File: src/core/vic_consts.svh
/*
 * Register offsets, source indices, reset values and counts of the vectored interrupt controller.
 * Assumes inclusion by its bare name from the package and the design file.
 */
// What this block does
// - Thirty-two request channels, each with its own fixed priority position.
// - Drives fast and vectored requests; the fast request outranks the vectored one.
// - Two identical sixteen-channel units cascade into one prioritised controller.
// - The fast request carries no vector; firmware need not read the controller.
// - Firmware routes each channel separately to the fast request instead of vectored.
// - The vectored request is the OR of active vectored channels not held by the channel in service.
// - Channel 0 has highest priority, channel 31 lowest, fixed by index.
// - Firmware maps any source onto any channel, which sets its priority.
// - On a vectored request the winner resolves; firmware reads the winning channel number and vector.
// - Firmware forces a request on any channel, treated like a hardware request.
// - Five inputs come from the wake-up unit, twenty-seven from on-chip sources.
// - Wake-up channel is the OR of thirty pins, clock and resume inputs.
// - Four wake-up group channels each OR eight sources; group 0 mixes pins.
// - Each timer request ORs two capture, two compare and overflow events.
// - Each serial port request ORs its five interrupt conditions.
// - DMA request ORs eight channel interrupts; motor request ORs eight interrupts.
// - Bus resume goes straight to channel 30 and also into the wake-up unit.
// - Channel 31 carries prefetch queue and branch cache special interrupts.
// - The vector read is a single access served from one dedicated entry.
`ifndef VIC_CONSTS_SVH
`define VIC_CONSTS_SVH
`define VIC_CH_N 32
`define VIC_UNIT_CH 16
`define VIC_SRC_N 32
`define VIC_OFS_ENABLE 8'h00
`define VIC_OFS_FAST_SEL 8'h04
`define VIC_OFS_FORCE 8'h08
`define VIC_OFS_RAW 8'h0c
`define VIC_OFS_FAST_STAT 8'h10
`define VIC_OFS_IRQ_STAT 8'h14
`define VIC_OFS_VECT 8'h18
`define VIC_OFS_SRC_ID 8'h1c
`define VIC_OFS_DONE 8'h20
`define VIC_OFS_DEF_VECT 8'h24
`define VIC_OFS_MAP_BASE 8'h40
`define VIC_OFS_VADDR_BASE 8'hc0
`define VIC_RST_WORD 32'h0000_0000
`define VIC_NO_WINNER 6'h20
`define VIC_SRC_WAKE_ALL 5'h19
`define VIC_SRC_WAKE_G0 5'h1a
`define VIC_SRC_RESUME 5'h1e
`define VIC_SRC_PREFETCH 5'h1f
`endif

File: src/core/vic_pkg.sv
/*
 * Types of the vectored interrupt controller.
 * Assumes the constants header sits beside it.
 */
`include "vic_consts.svh"
package vic_pkg;
    typedef struct packed {
        logic read;
        logic write;
        logic [7:0] address;
        logic [3:0] byteenable;
        logic [31:0] writedata;
    } vic_avm_req_t;

    typedef struct packed {
        logic [3:0] timer_capture_event;
        logic [3:0] timer_capture_event_b;
        logic [3:0] timer_compare_event;
        logic [3:0] timer_compare_event_b;
        logic [3:0] timer_overflow;
        logic [2:0][4:0] uart_cond;
        logic [7:0] dma_ch;
        logic [7:0] motor_control_unit;
        logic [29:0] wake_pin;
        logic rtc_wake;
        logic bus_resume;
    } vic_grouped_src_t;

    typedef enum logic [2:0] {
        VIC_IDLE = 3'b001,
        VIC_ANSWER = 3'b010,
        VIC_HOLD = 3'b100
    } vic_bus_state_t;
endpackage : vic_pkg

File: src/core/vectored_irq_ctrl.sv
/*
 * Thirty-two channel vectored interrupt controller built from two cascaded sixteen-channel units,
 * with an Avalon-MM slave for its registers.
 * Assumes request inputs synchronous to core_clk and a master that holds each request until
 * waitrequest is seen low.
 */
// Decided for this implementation: the placing of the registers and the Avalon-MM register port.
`timescale 1ns/1ps
`default_nettype none
`include "vic_consts.svh"
module vic_unit #(
    parameter int CH = 16
) (
    input wire logic [CH-1:0] req,
    input wire logic [CH-1:0] hold_mask,
    input wire logic chain_in,
    output logic any,
    output logic [$clog2(CH):0] win
);
    // Lowest index wins; a request in the upper unit only counts when chain_in is low.
    function automatic logic [$clog2(CH):0] first_set(input logic [CH-1:0] v);
        first_set = CH[$clog2(CH):0];
        for (int i = CH - 1; i >= 0; i--) begin
            if (v[i]) begin
                first_set = i[$clog2(CH):0];
            end
        end
    endfunction : first_set

    logic [CH-1:0] live;
    assign live = req & ~hold_mask;
    assign any = |live | chain_in;
    assign win = chain_in ? CH[$clog2(CH):0] : first_set(live);
endmodule : vic_unit

module vectored_irq_ctrl
    import vic_pkg::*;
#(
    parameter int CH_N = `VIC_CH_N
) (
    input wire logic core_clk,
    input wire logic sys_rst,
    input wire logic [7:0] avs_address,
    input wire logic avs_read,
    input wire logic avs_write,
    input wire logic [3:0] avs_byteenable,
    input wire logic [31:0] avs_writedata,
    output logic [31:0] avs_readdata,
    output logic avs_waitrequest,
    input wire logic watchdog_timer_mode,
    input wire logic debug_rx_cmd,
    input wire logic debug_tx_cmd,
    input wire logic [1:0] usb_irq,
    input wire logic clock_control_unit,
    input wire logic ethernet_irq,
    input wire logic can_irq,
    input wire logic adc_irq,
    input wire logic [1:0] i2c_irq,
    input wire logic [1:0] sync_serial_port,
    input wire logic low_voltage_warning,
    input wire logic rtc_irq,
    input wire logic prefetch_branch_cache_unit,
    input wire vic_grouped_src_t grouped_src,
    output logic fast_interrupt_request,
    output logic irq_request
);
    // The channel map, masks and cascade are sized for exactly two sixteen-channel units.
    generate
        if (CH_N != 32) begin : g_bad_ch
            $error("Only 32 channels are supported.");
        end
    endgenerate

    localparam int UCH = `VIC_UNIT_CH;
    logic [31:0] src;
    logic [31:0] enable;
    logic [31:0] fast_sel;
    logic [31:0] force_req;
    logic [31:0][4:0] chan_map;
    logic [31:0][31:0] vaddr;
    logic [31:0] def_vect;
    logic [31:0] chan_raw;
    logic [31:0] chan_act;
    logic [31:0] hold_mask;
    logic [5:0] active_ch;
    logic [5:0] winner;
    logic any_lo;
    logic any_hi;
    logic [4:0] win_lo;
    logic [4:0] win_hi;
    logic [31:0] vect_out;
    logic [5:0] winner_id;
    vic_bus_state_t bus_state;

    logic [3:0] timer_req;
    logic [2:0] uart_req;
    logic [3:0] wake_grp;
    logic wake_all;
    logic [31:0] wake_in;
    assign wake_in = {grouped_src.bus_resume, grouped_src.rtc_wake, grouped_src.wake_pin};
    assign wake_all = |wake_in;

    // Group 0 holds six port-3 pins plus clock and resume; the rest are whole ports.
    assign wake_grp[0] = |{grouped_src.rtc_wake, grouped_src.bus_resume,
                           grouped_src.wake_pin[5:0]};
    genvar g;
    generate
        for (g = 1; g < 4; g++) begin : g_wgrp
            assign wake_grp[g] = |grouped_src.wake_pin[g*8-2 +: 8];
        end
        for (g = 0; g < 4; g++) begin : g_tim
            assign timer_req[g] = grouped_src.timer_capture_event[g]
                | grouped_src.timer_capture_event_b[g] | grouped_src.timer_compare_event[g]
                | grouped_src.timer_compare_event_b[g] | grouped_src.timer_overflow[g];
        end
        for (g = 0; g < 3; g++) begin : g_uart
            assign uart_req[g] = |grouped_src.uart_cond[g];
        end
    endgenerate

    // Source numbering follows the recommended channel order; 5 wake-up, 27 on-chip.
    assign src = {prefetch_branch_cache_unit, grouped_src.bus_resume, wake_grp, wake_all,
                  rtc_irq, low_voltage_warning, sync_serial_port, i2c_irq, uart_req, adc_irq,
                  |grouped_src.motor_control_unit, can_irq, |grouped_src.dma_ch, ethernet_irq,
                  clock_control_unit, usb_irq, timer_req, debug_tx_cmd, debug_rx_cmd, 1'b0,
                  watchdog_timer_mode};

    // Channel 1 is the firmware interrupt, carried by the force register.
    generate
        for (g = 0; g < 32; g++) begin : g_chan
            assign chan_raw[g] = src[chan_map[g]] | force_req[g];
            assign chan_act[g] = chan_raw[g] & enable[g];
        end
    endgenerate

    assign fast_interrupt_request = |(chan_act & fast_sel);

    // Service holds mask the active channel and everything below it.
    always_comb begin
        hold_mask = '0;
        for (int i = 0; i < 32; i++) begin
            if (active_ch != `VIC_NO_WINNER && i >= int'(active_ch)) begin
                hold_mask[i] = 1'b1;
            end
        end
    end

    vic_unit #(.CH(UCH)) u_hi (
        .req(chan_act[31:16] & ~fast_sel[31:16]),
        .hold_mask(hold_mask[31:16]),
        .chain_in(any_lo),
        .any(any_hi),
        .win(win_hi)
    );
    vic_unit #(.CH(UCH)) u_lo (
        .req(chan_act[15:0] & ~fast_sel[15:0]),
        .hold_mask(hold_mask[15:0]),
        .chain_in(1'b0),
        .any(any_lo),
        .win(win_lo)
    );

    assign winner = any_lo ? {1'b0, win_lo} : (any_hi ? {1'b0, win_hi} + 6'h10 : `VIC_NO_WINNER);
    assign irq_request = any_lo | any_hi;

    assign vect_out = (winner == `VIC_NO_WINNER) ? def_vect : vaddr[winner[4:0]];
    assign winner_id = winner;

    // A vector read latches the winner as the channel in service; a done write clears it.
    always_ff @(posedge core_clk) begin
        if (sys_rst) begin
            active_ch <= `VIC_NO_WINNER;
        end else if (bus_state == VIC_ANSWER && avs_read && avs_address == `VIC_OFS_VECT
                     && winner != `VIC_NO_WINNER) begin
            active_ch <= winner;
        end else if (bus_state == VIC_ANSWER && avs_write && avs_address == `VIC_OFS_DONE) begin
            active_ch <= `VIC_NO_WINNER;
        end
    end

    // Each access costs one wait cycle, two if it starts in VIC_HOLD; the answer follows in the next cycle.
    always_ff @(posedge core_clk) begin
        if (sys_rst) begin
            bus_state <= VIC_IDLE;
        end else begin
            unique case (bus_state)
                VIC_IDLE: begin
                    if (avs_read || avs_write) begin
                        bus_state <= VIC_ANSWER;
                    end
                end
                VIC_ANSWER: bus_state <= VIC_HOLD;
                VIC_HOLD: bus_state <= VIC_IDLE;
                default: bus_state <= VIC_IDLE;
            endcase
        end
    end
    assign avs_waitrequest = (avs_read || avs_write) && bus_state != VIC_ANSWER;

    function automatic logic [31:0] merge(input logic [31:0] old, input logic [31:0] d,
                                          input logic [3:0] be);
        for (int b = 0; b < 4; b++) begin
            if (be[b]) begin
                old[b*8 +: 8] = d[b*8 +: 8];
            end
        end
        merge = old;
    endfunction : merge

    logic wr_take;
    assign wr_take = bus_state == VIC_ANSWER && avs_write;

    always_ff @(posedge core_clk) begin
        if (sys_rst) begin
            enable <= `VIC_RST_WORD;
            fast_sel <= `VIC_RST_WORD;
            force_req <= `VIC_RST_WORD;
            def_vect <= `VIC_RST_WORD;
            chan_map <= '0;
            vaddr <= '0;
        end else if (wr_take) begin
            if (avs_address == `VIC_OFS_ENABLE) begin
                enable <= merge(enable, avs_writedata, avs_byteenable);
            end
            if (avs_address == `VIC_OFS_FAST_SEL) begin
                fast_sel <= merge(fast_sel, avs_writedata, avs_byteenable);
            end
            if (avs_address == `VIC_OFS_FORCE) begin
                force_req <= merge(force_req, avs_writedata, avs_byteenable);
            end
            if (avs_address == `VIC_OFS_DEF_VECT) begin
                def_vect <= merge(def_vect, avs_writedata, avs_byteenable);
            end
            for (int i = 0; i < 32; i++) begin
                if (avs_address == `VIC_OFS_MAP_BASE + 8'(i * 4) && avs_byteenable[0]) begin
                    chan_map[i] <= avs_writedata[4:0];
                end
                if (avs_address == `VIC_OFS_VADDR_BASE + 8'(i * 4)) begin
                    vaddr[i] <= merge(vaddr[i], avs_writedata, avs_byteenable);
                end
            end
        end
    end

    // The vector word is a single one-access read once the winner resolves.
    always_ff @(posedge core_clk) begin
        if (sys_rst) begin
            avs_readdata <= '0;
        end else if (bus_state == VIC_IDLE && avs_read) begin
            avs_readdata <= '0;
            unique case (avs_address)
                `VIC_OFS_ENABLE: avs_readdata <= enable;
                `VIC_OFS_FAST_SEL: avs_readdata <= fast_sel;
                `VIC_OFS_FORCE: avs_readdata <= force_req;
                `VIC_OFS_RAW: avs_readdata <= chan_raw;
                `VIC_OFS_FAST_STAT: avs_readdata <= chan_act & fast_sel;
                `VIC_OFS_IRQ_STAT: avs_readdata <= chan_act & ~fast_sel;
                `VIC_OFS_VECT: avs_readdata <= vect_out;
                `VIC_OFS_SRC_ID: avs_readdata <= {26'h0, winner_id};
                `VIC_OFS_DEF_VECT: avs_readdata <= def_vect;
                default: begin
                    for (int i = 0; i < 32; i++) begin
                        if (avs_address == `VIC_OFS_MAP_BASE + 8'(i * 4)) begin
                            avs_readdata <= {27'h0, chan_map[i]};
                        end
                        if (avs_address == `VIC_OFS_VADDR_BASE + 8'(i * 4)) begin
                            avs_readdata <= vaddr[i];
                        end
                    end
                end
            endcase
        end
    end

    a_fast_route: assert property (@(posedge core_clk) disable iff (sys_rst)
        (|(chan_act & fast_sel)) |-> fast_interrupt_request)
        else $error("Fast routed channel did not raise the fast request.");
    a_irq_or: assert property (@(posedge core_clk) disable iff (sys_rst)
        ((|(chan_act & ~fast_sel & ~hold_mask)) == irq_request))
        else $error("Vectored request differs from OR of live channels.");
    a_prio_zero: assert property (@(posedge core_clk) disable iff (sys_rst)
        (chan_act[0] && !fast_sel[0] && !hold_mask[0]) |-> winner == 6'h0)
        else $error("Channel 0 did not win.");
    a_force_chan: assert property (@(posedge core_clk) disable iff (sys_rst)
        force_req[3] |-> chan_raw[3])
        else $error("Forced channel not raised.");
    a_wake_all: assert property (@(posedge core_clk) disable iff (sys_rst)
        grouped_src.rtc_wake |-> wake_all && wake_grp[0])
        else $error("Wake-up OR missed clock input.");
    a_hold_lower: assert property (@(posedge core_clk) disable iff (sys_rst)
        (active_ch != `VIC_NO_WINNER && winner != `VIC_NO_WINNER) |-> winner < active_ch)
        else $error("Lower channel preempted service.");
    a_bus_answer: assert property (@(posedge core_clk) disable iff (sys_rst)
        (avs_read && bus_state == VIC_IDLE) |=> !avs_waitrequest)
        else $error("Read not answered in one cycle.");
    a_done_clears: assert property (@(posedge core_clk) disable iff (sys_rst)
        (wr_take && avs_address == `VIC_OFS_DONE) |=> active_ch == `VIC_NO_WINNER)
        else $error("Completion did not end service.");
endmodule : vectored_irq_ctrl
`default_nettype wire

File: config.mk
export PLATFORM = sky130hd
export DESIGN_NAME = vectored_irq_ctrl
export DESIGN_NICKNAME = d
export VERILOG_FILES = /design/src/core/vic_pkg.sv /design/src/core/vectored_irq_ctrl.sv
export VERILOG_INCLUDE_DIRS = /design/src /design/src/core
export SDC_FILE = /design/constraint.sdc
export NUM_CORES = 2
export LEC_CHECK = 0
export ABC_AREA = 1
export BUFFER_PORTS_ARGS = -buffer_cell sky130_fd_sc_hd__buf_2
export CELL_PAD_IN_SITES_DETAIL_PLACEMENT = 1
export CELL_PAD_IN_SITES_GLOBAL_PLACEMENT = 1
export CORE_MARGIN = 1.5
export CORE_UTILIZATION = 30
export DETAILED_ROUTE_END_ITERATION = 8
export PLACE_DENSITY_LB_ADDON = 0.25
export SLEW_MARGIN = 5
export SYNTH_ARGS = -nofsm -noshare
export SYNTH_HDL_FRONTEND = slang
export SYNTH_SLANG_ARGS = --single-unit
File: constraint.sdc
create_clock -name core_clk -period 8.6 [get_ports core_clk]
set_clock_uncertainty 0.1 [all_clocks]
set_input_delay 0.43 -clock core_clk [delete_from_list [all_inputs] [get_ports core_clk]]
set_output_delay 0.43 -clock core_clk [all_outputs]
set_load 0.01 [all_outputs]
==> results.json <==
{
  "status": "completed",
  "maxCapViolCount": 0,
  "critical_path_class": "reg2reg",
  "io_pins": 182,
  "ctsResizeCount": 0,
  "syn_area_um2": 73350,
  "ir_drop_mv": 0.2079,
  "timing.hold.ws_ns": 0.1146,
  "synth_edf_count": 0,
  "tightest_slew_ns": 1.269,
  "cts_max_level": 4,
  "yosysSeqAreaShare_pct": 33.43,
  "grt_pass1_wl_um": 560600,
  "area_growth_syn_to_layout_pct": 11.01,
  "grt_max_degree": 223,
  "vias": 85570,
  "start_util_pct": 30.16,
  "worstReg2RegStart": "chan_map[135]",
  "cp-end-kind": "register",
  "fp.dieH_um": 497.5,
  "synth.top_cell.area_share_pct": 33.43,
  "nNetsFinal": 11630,
  "track_usage_pct": 29.53,
  "drt_wl_total_um": 380300,
  "critPathArrivalTime_ns": 7.58,
  "ys_ff_latch": 1225,
  "antenna_found_initial": 13,
  "via_per_inst": 5.775,
  "layout-drive-gt1-share_pct": 6.098,
  "worstPathRequired_ns": 9.26,
  "drc": 0,
  "slew_violations": 0,
  "postRouteAntennaNets": 0,
  "cts_tree": "done",
  "hold_violations": 0,
  "core.rowCount": 181,
  "finalCritPeriodShare_pct": 80.49,
  "grt_overflow": 0,
  "synth_top_area_cell": "dfxtp_1",
  "hold_depth": 4,
  "root_buffer": "clkbuf_16",
  "start_kind": "register",
  "max_freq_mhz": 144.5,
  "setup_viol": 0,
  "clk_path_buf_depth": 3,
  "rsz0062_at_grt": "no",
  "grt_pass1_vias": 84030,
  "crit_slowest_cell": "a32oi_1",
  "ys.warnings.count": 0,
  "dp_slack_ns": 1.310,
  "synthFlopType": "dfxtp_1",
  "synthTopCellsByArea": "dfxtp_1, o21ai_0, nand2_1",
  "post_drt_wl_per_cell_um": 25.67,
  "synth.distinct_cells": 55,
  "die_w_um": 497.5,
  "power_density_nw_per_um2": 165.4,
  "hold_path.class": "in2reg",
  "p_leak_nw": 29.89,
  "place_congestion": 0.9691,
  "synthCells": 11910,
  "clk_transition_reported_paths_ns": 0.06,
  "async_flop_share_pct": 0,
  "drt_iter0_markers": 7644,
  "clock_latency_ns": 0.84,
  "worstHoldStart": "avs_read",
  "core_um2": 243200,
  "timing.setup.tns_ns": 0,
  "place_hpwl_um": 258700,
  "cpPeakStageDelay_ns": 0.88,
  "port_buffers": 181,
  "critical_path.max_fanout": 30,
  "synth_area_per_cell_um2": 6.159,
  "drtPass1Iterations": 5,
  "rr_worst_depth": 27,
  "critical_path.most_common_cell": "nand2_1",
  "setup_slack_ns": 1.677,
  "max_slew_margin_pct": 14.70,
  "r2r_end": "avs_readdata[20]",
  "hold_end": "avs_readdata[6]",
  "reg2reg_slack_ns": 1.68,
  "synthesis.nets": 12060,
  "finalCriticalPeriod_ns": 6.923,
  "cts_buffers": 155,
  "dieArea_um2": 247500,
  "cts.sinks": 1225
}
-- worst max-delay path, delay by kind of cell, from the launching register on --
family                 cells  cell delay (ns)
AND/OR/NAND/NOR           19             2.53
buffers and inverters      4             1.78
AO/OA/AOI/OAI              4             1.76
flip-flops                 1             0.64
-- power by group --
group / switching (mW) / internal [mW] / total (mW)
logic: 0.652 / 0.180 / 0.831
clock network: 2.91 / 4.01 / 6.91
registers: 0.0323 / 5.69 / 5.73
total: 3.59 / 9.88 / 13.5
-- kinds of logic (layout without fill, tap and decap cells) --
group	Yosys count	count (layout)	synth area share, %
mux	2	2	0.02729
flops	1225	1225	33.43
other cells	0	4	0
simple gates	4510	4510	24.97
compound gates	4099	4099	30.35
buf+inv	2074	1775	11.22
-- state kept, by name, summed over array words and instances, names as in the netlist --
signal / flops
vaddr: 928
chan_map: 160
avs_readdata: 32
fast_sel: 24
bus_state: 3
def_vect: 24
enable: 24
active_ch: 6
force_req: 24
-- per-layer routing --
layer / wire, um / global-route usage [%] / share of wire, % / vias up
met5: 35 / 0 / 0.0092 / -
met4: 21620 / 15.14 / 5.7 / 6
met3: 26350 / 4.282 / 6.9 / 886
met2: 169600 / 47.15 / 45 / 3255
met1: 162800 / 38.53 / 43 / 42300
li1: - / - / - / 39120
-- placed cells by master (no fill, tap or decap), types with 31 or more instances in the layout --
cell          n
buf_2       180
a21oi_1    1504
o211ai_1    309
clkbuf_16   158
buf_4       158
nor2_1     1312
clkbuf_8     33
clkinv_2     31
o22ai_1      55
clkinv_1     54
a221oi_1     65
clkbuf_1     33
nand4_1      52
inv_1      1051
nand2_1    2198
o21ai_1     134
o221ai_1     38
a31oi_1      55
dfxtp_1    1225
o21ai_0    1819
o2111ai_1    35
nand3_1     850
-- cells in the mapped netlist (17+ instances only) --
library cell,instances
o211ai_1,309
nand2_1,2205
buf_1,70
clkbuf_1,688
o21ai_1,134
a211oi_1,23
nand4_1,52
a21oi_1,1505
o22ai_1,55
o221ai_1,38
buf_6,23
a221oi_1,65
nand3_1,850
inv_1,1055
clkinv_1,58
nor3_1,17
o21ai_0,1819
buf_2,146
dfxtp_1,1225
a31oi_1,55
buf_4,23
o2111ai_1,35
nor2_1,1337
-- area by class of cell --
cell class                      instances  area (um^2)
Multi-Input combinational cell       8611        40750
Timing Repair Buffer                  370         2668
Inverter                             1123         4238
Antenna cell                            4        10.01
Fill cell                           31370       161800
Sequential cell                      1225        24520
Tap cell                             3202         4006
Clock inverter                         58        701.9
Clock buffer                          224         4532
-- worst max-delay path by stage --
stage          slack, ns  cells past startpoint       startpoint          endpoint
5_1_grt             1.38                     29    chan_map[135]  avs_readdata[16]
2_1_floorplan       4.66                     35  grouped_src[15]  avs_readdata[17]
6_report            1.68                     27    chan_map[135]  avs_readdata[20]
3_3_place_gp        1.42                     33  grouped_src[13]   avs_readdata[0]
3_5_place_dp        1.31                     35   grouped_src[9]  avs_readdata[27]
4_1_cts             1.84                     27    chan_map[135]  avs_readdata[20]
-- stage by stage --
stage                     power [mW]  cell area [um^2]  instances  utilization, %
after detailed placement       6.658             76130      14530           31.30
after floorplan                6.228             73350      11910               -
after CTS                      13.55             81420      14810           33.48
final                          13.47             81430      14820           33.48
after global placement         6.647             76130      14530           31.30
after global routing           13.81             81420      14810           33.48
-- repair_timing --
action / in CTS / in global routing
hold endpoints to repair: 34 / 0
hold buffers: 6 / 0
setup buffers: 0 / 0
Note: power is estimated with default switching activity, not from simulation.
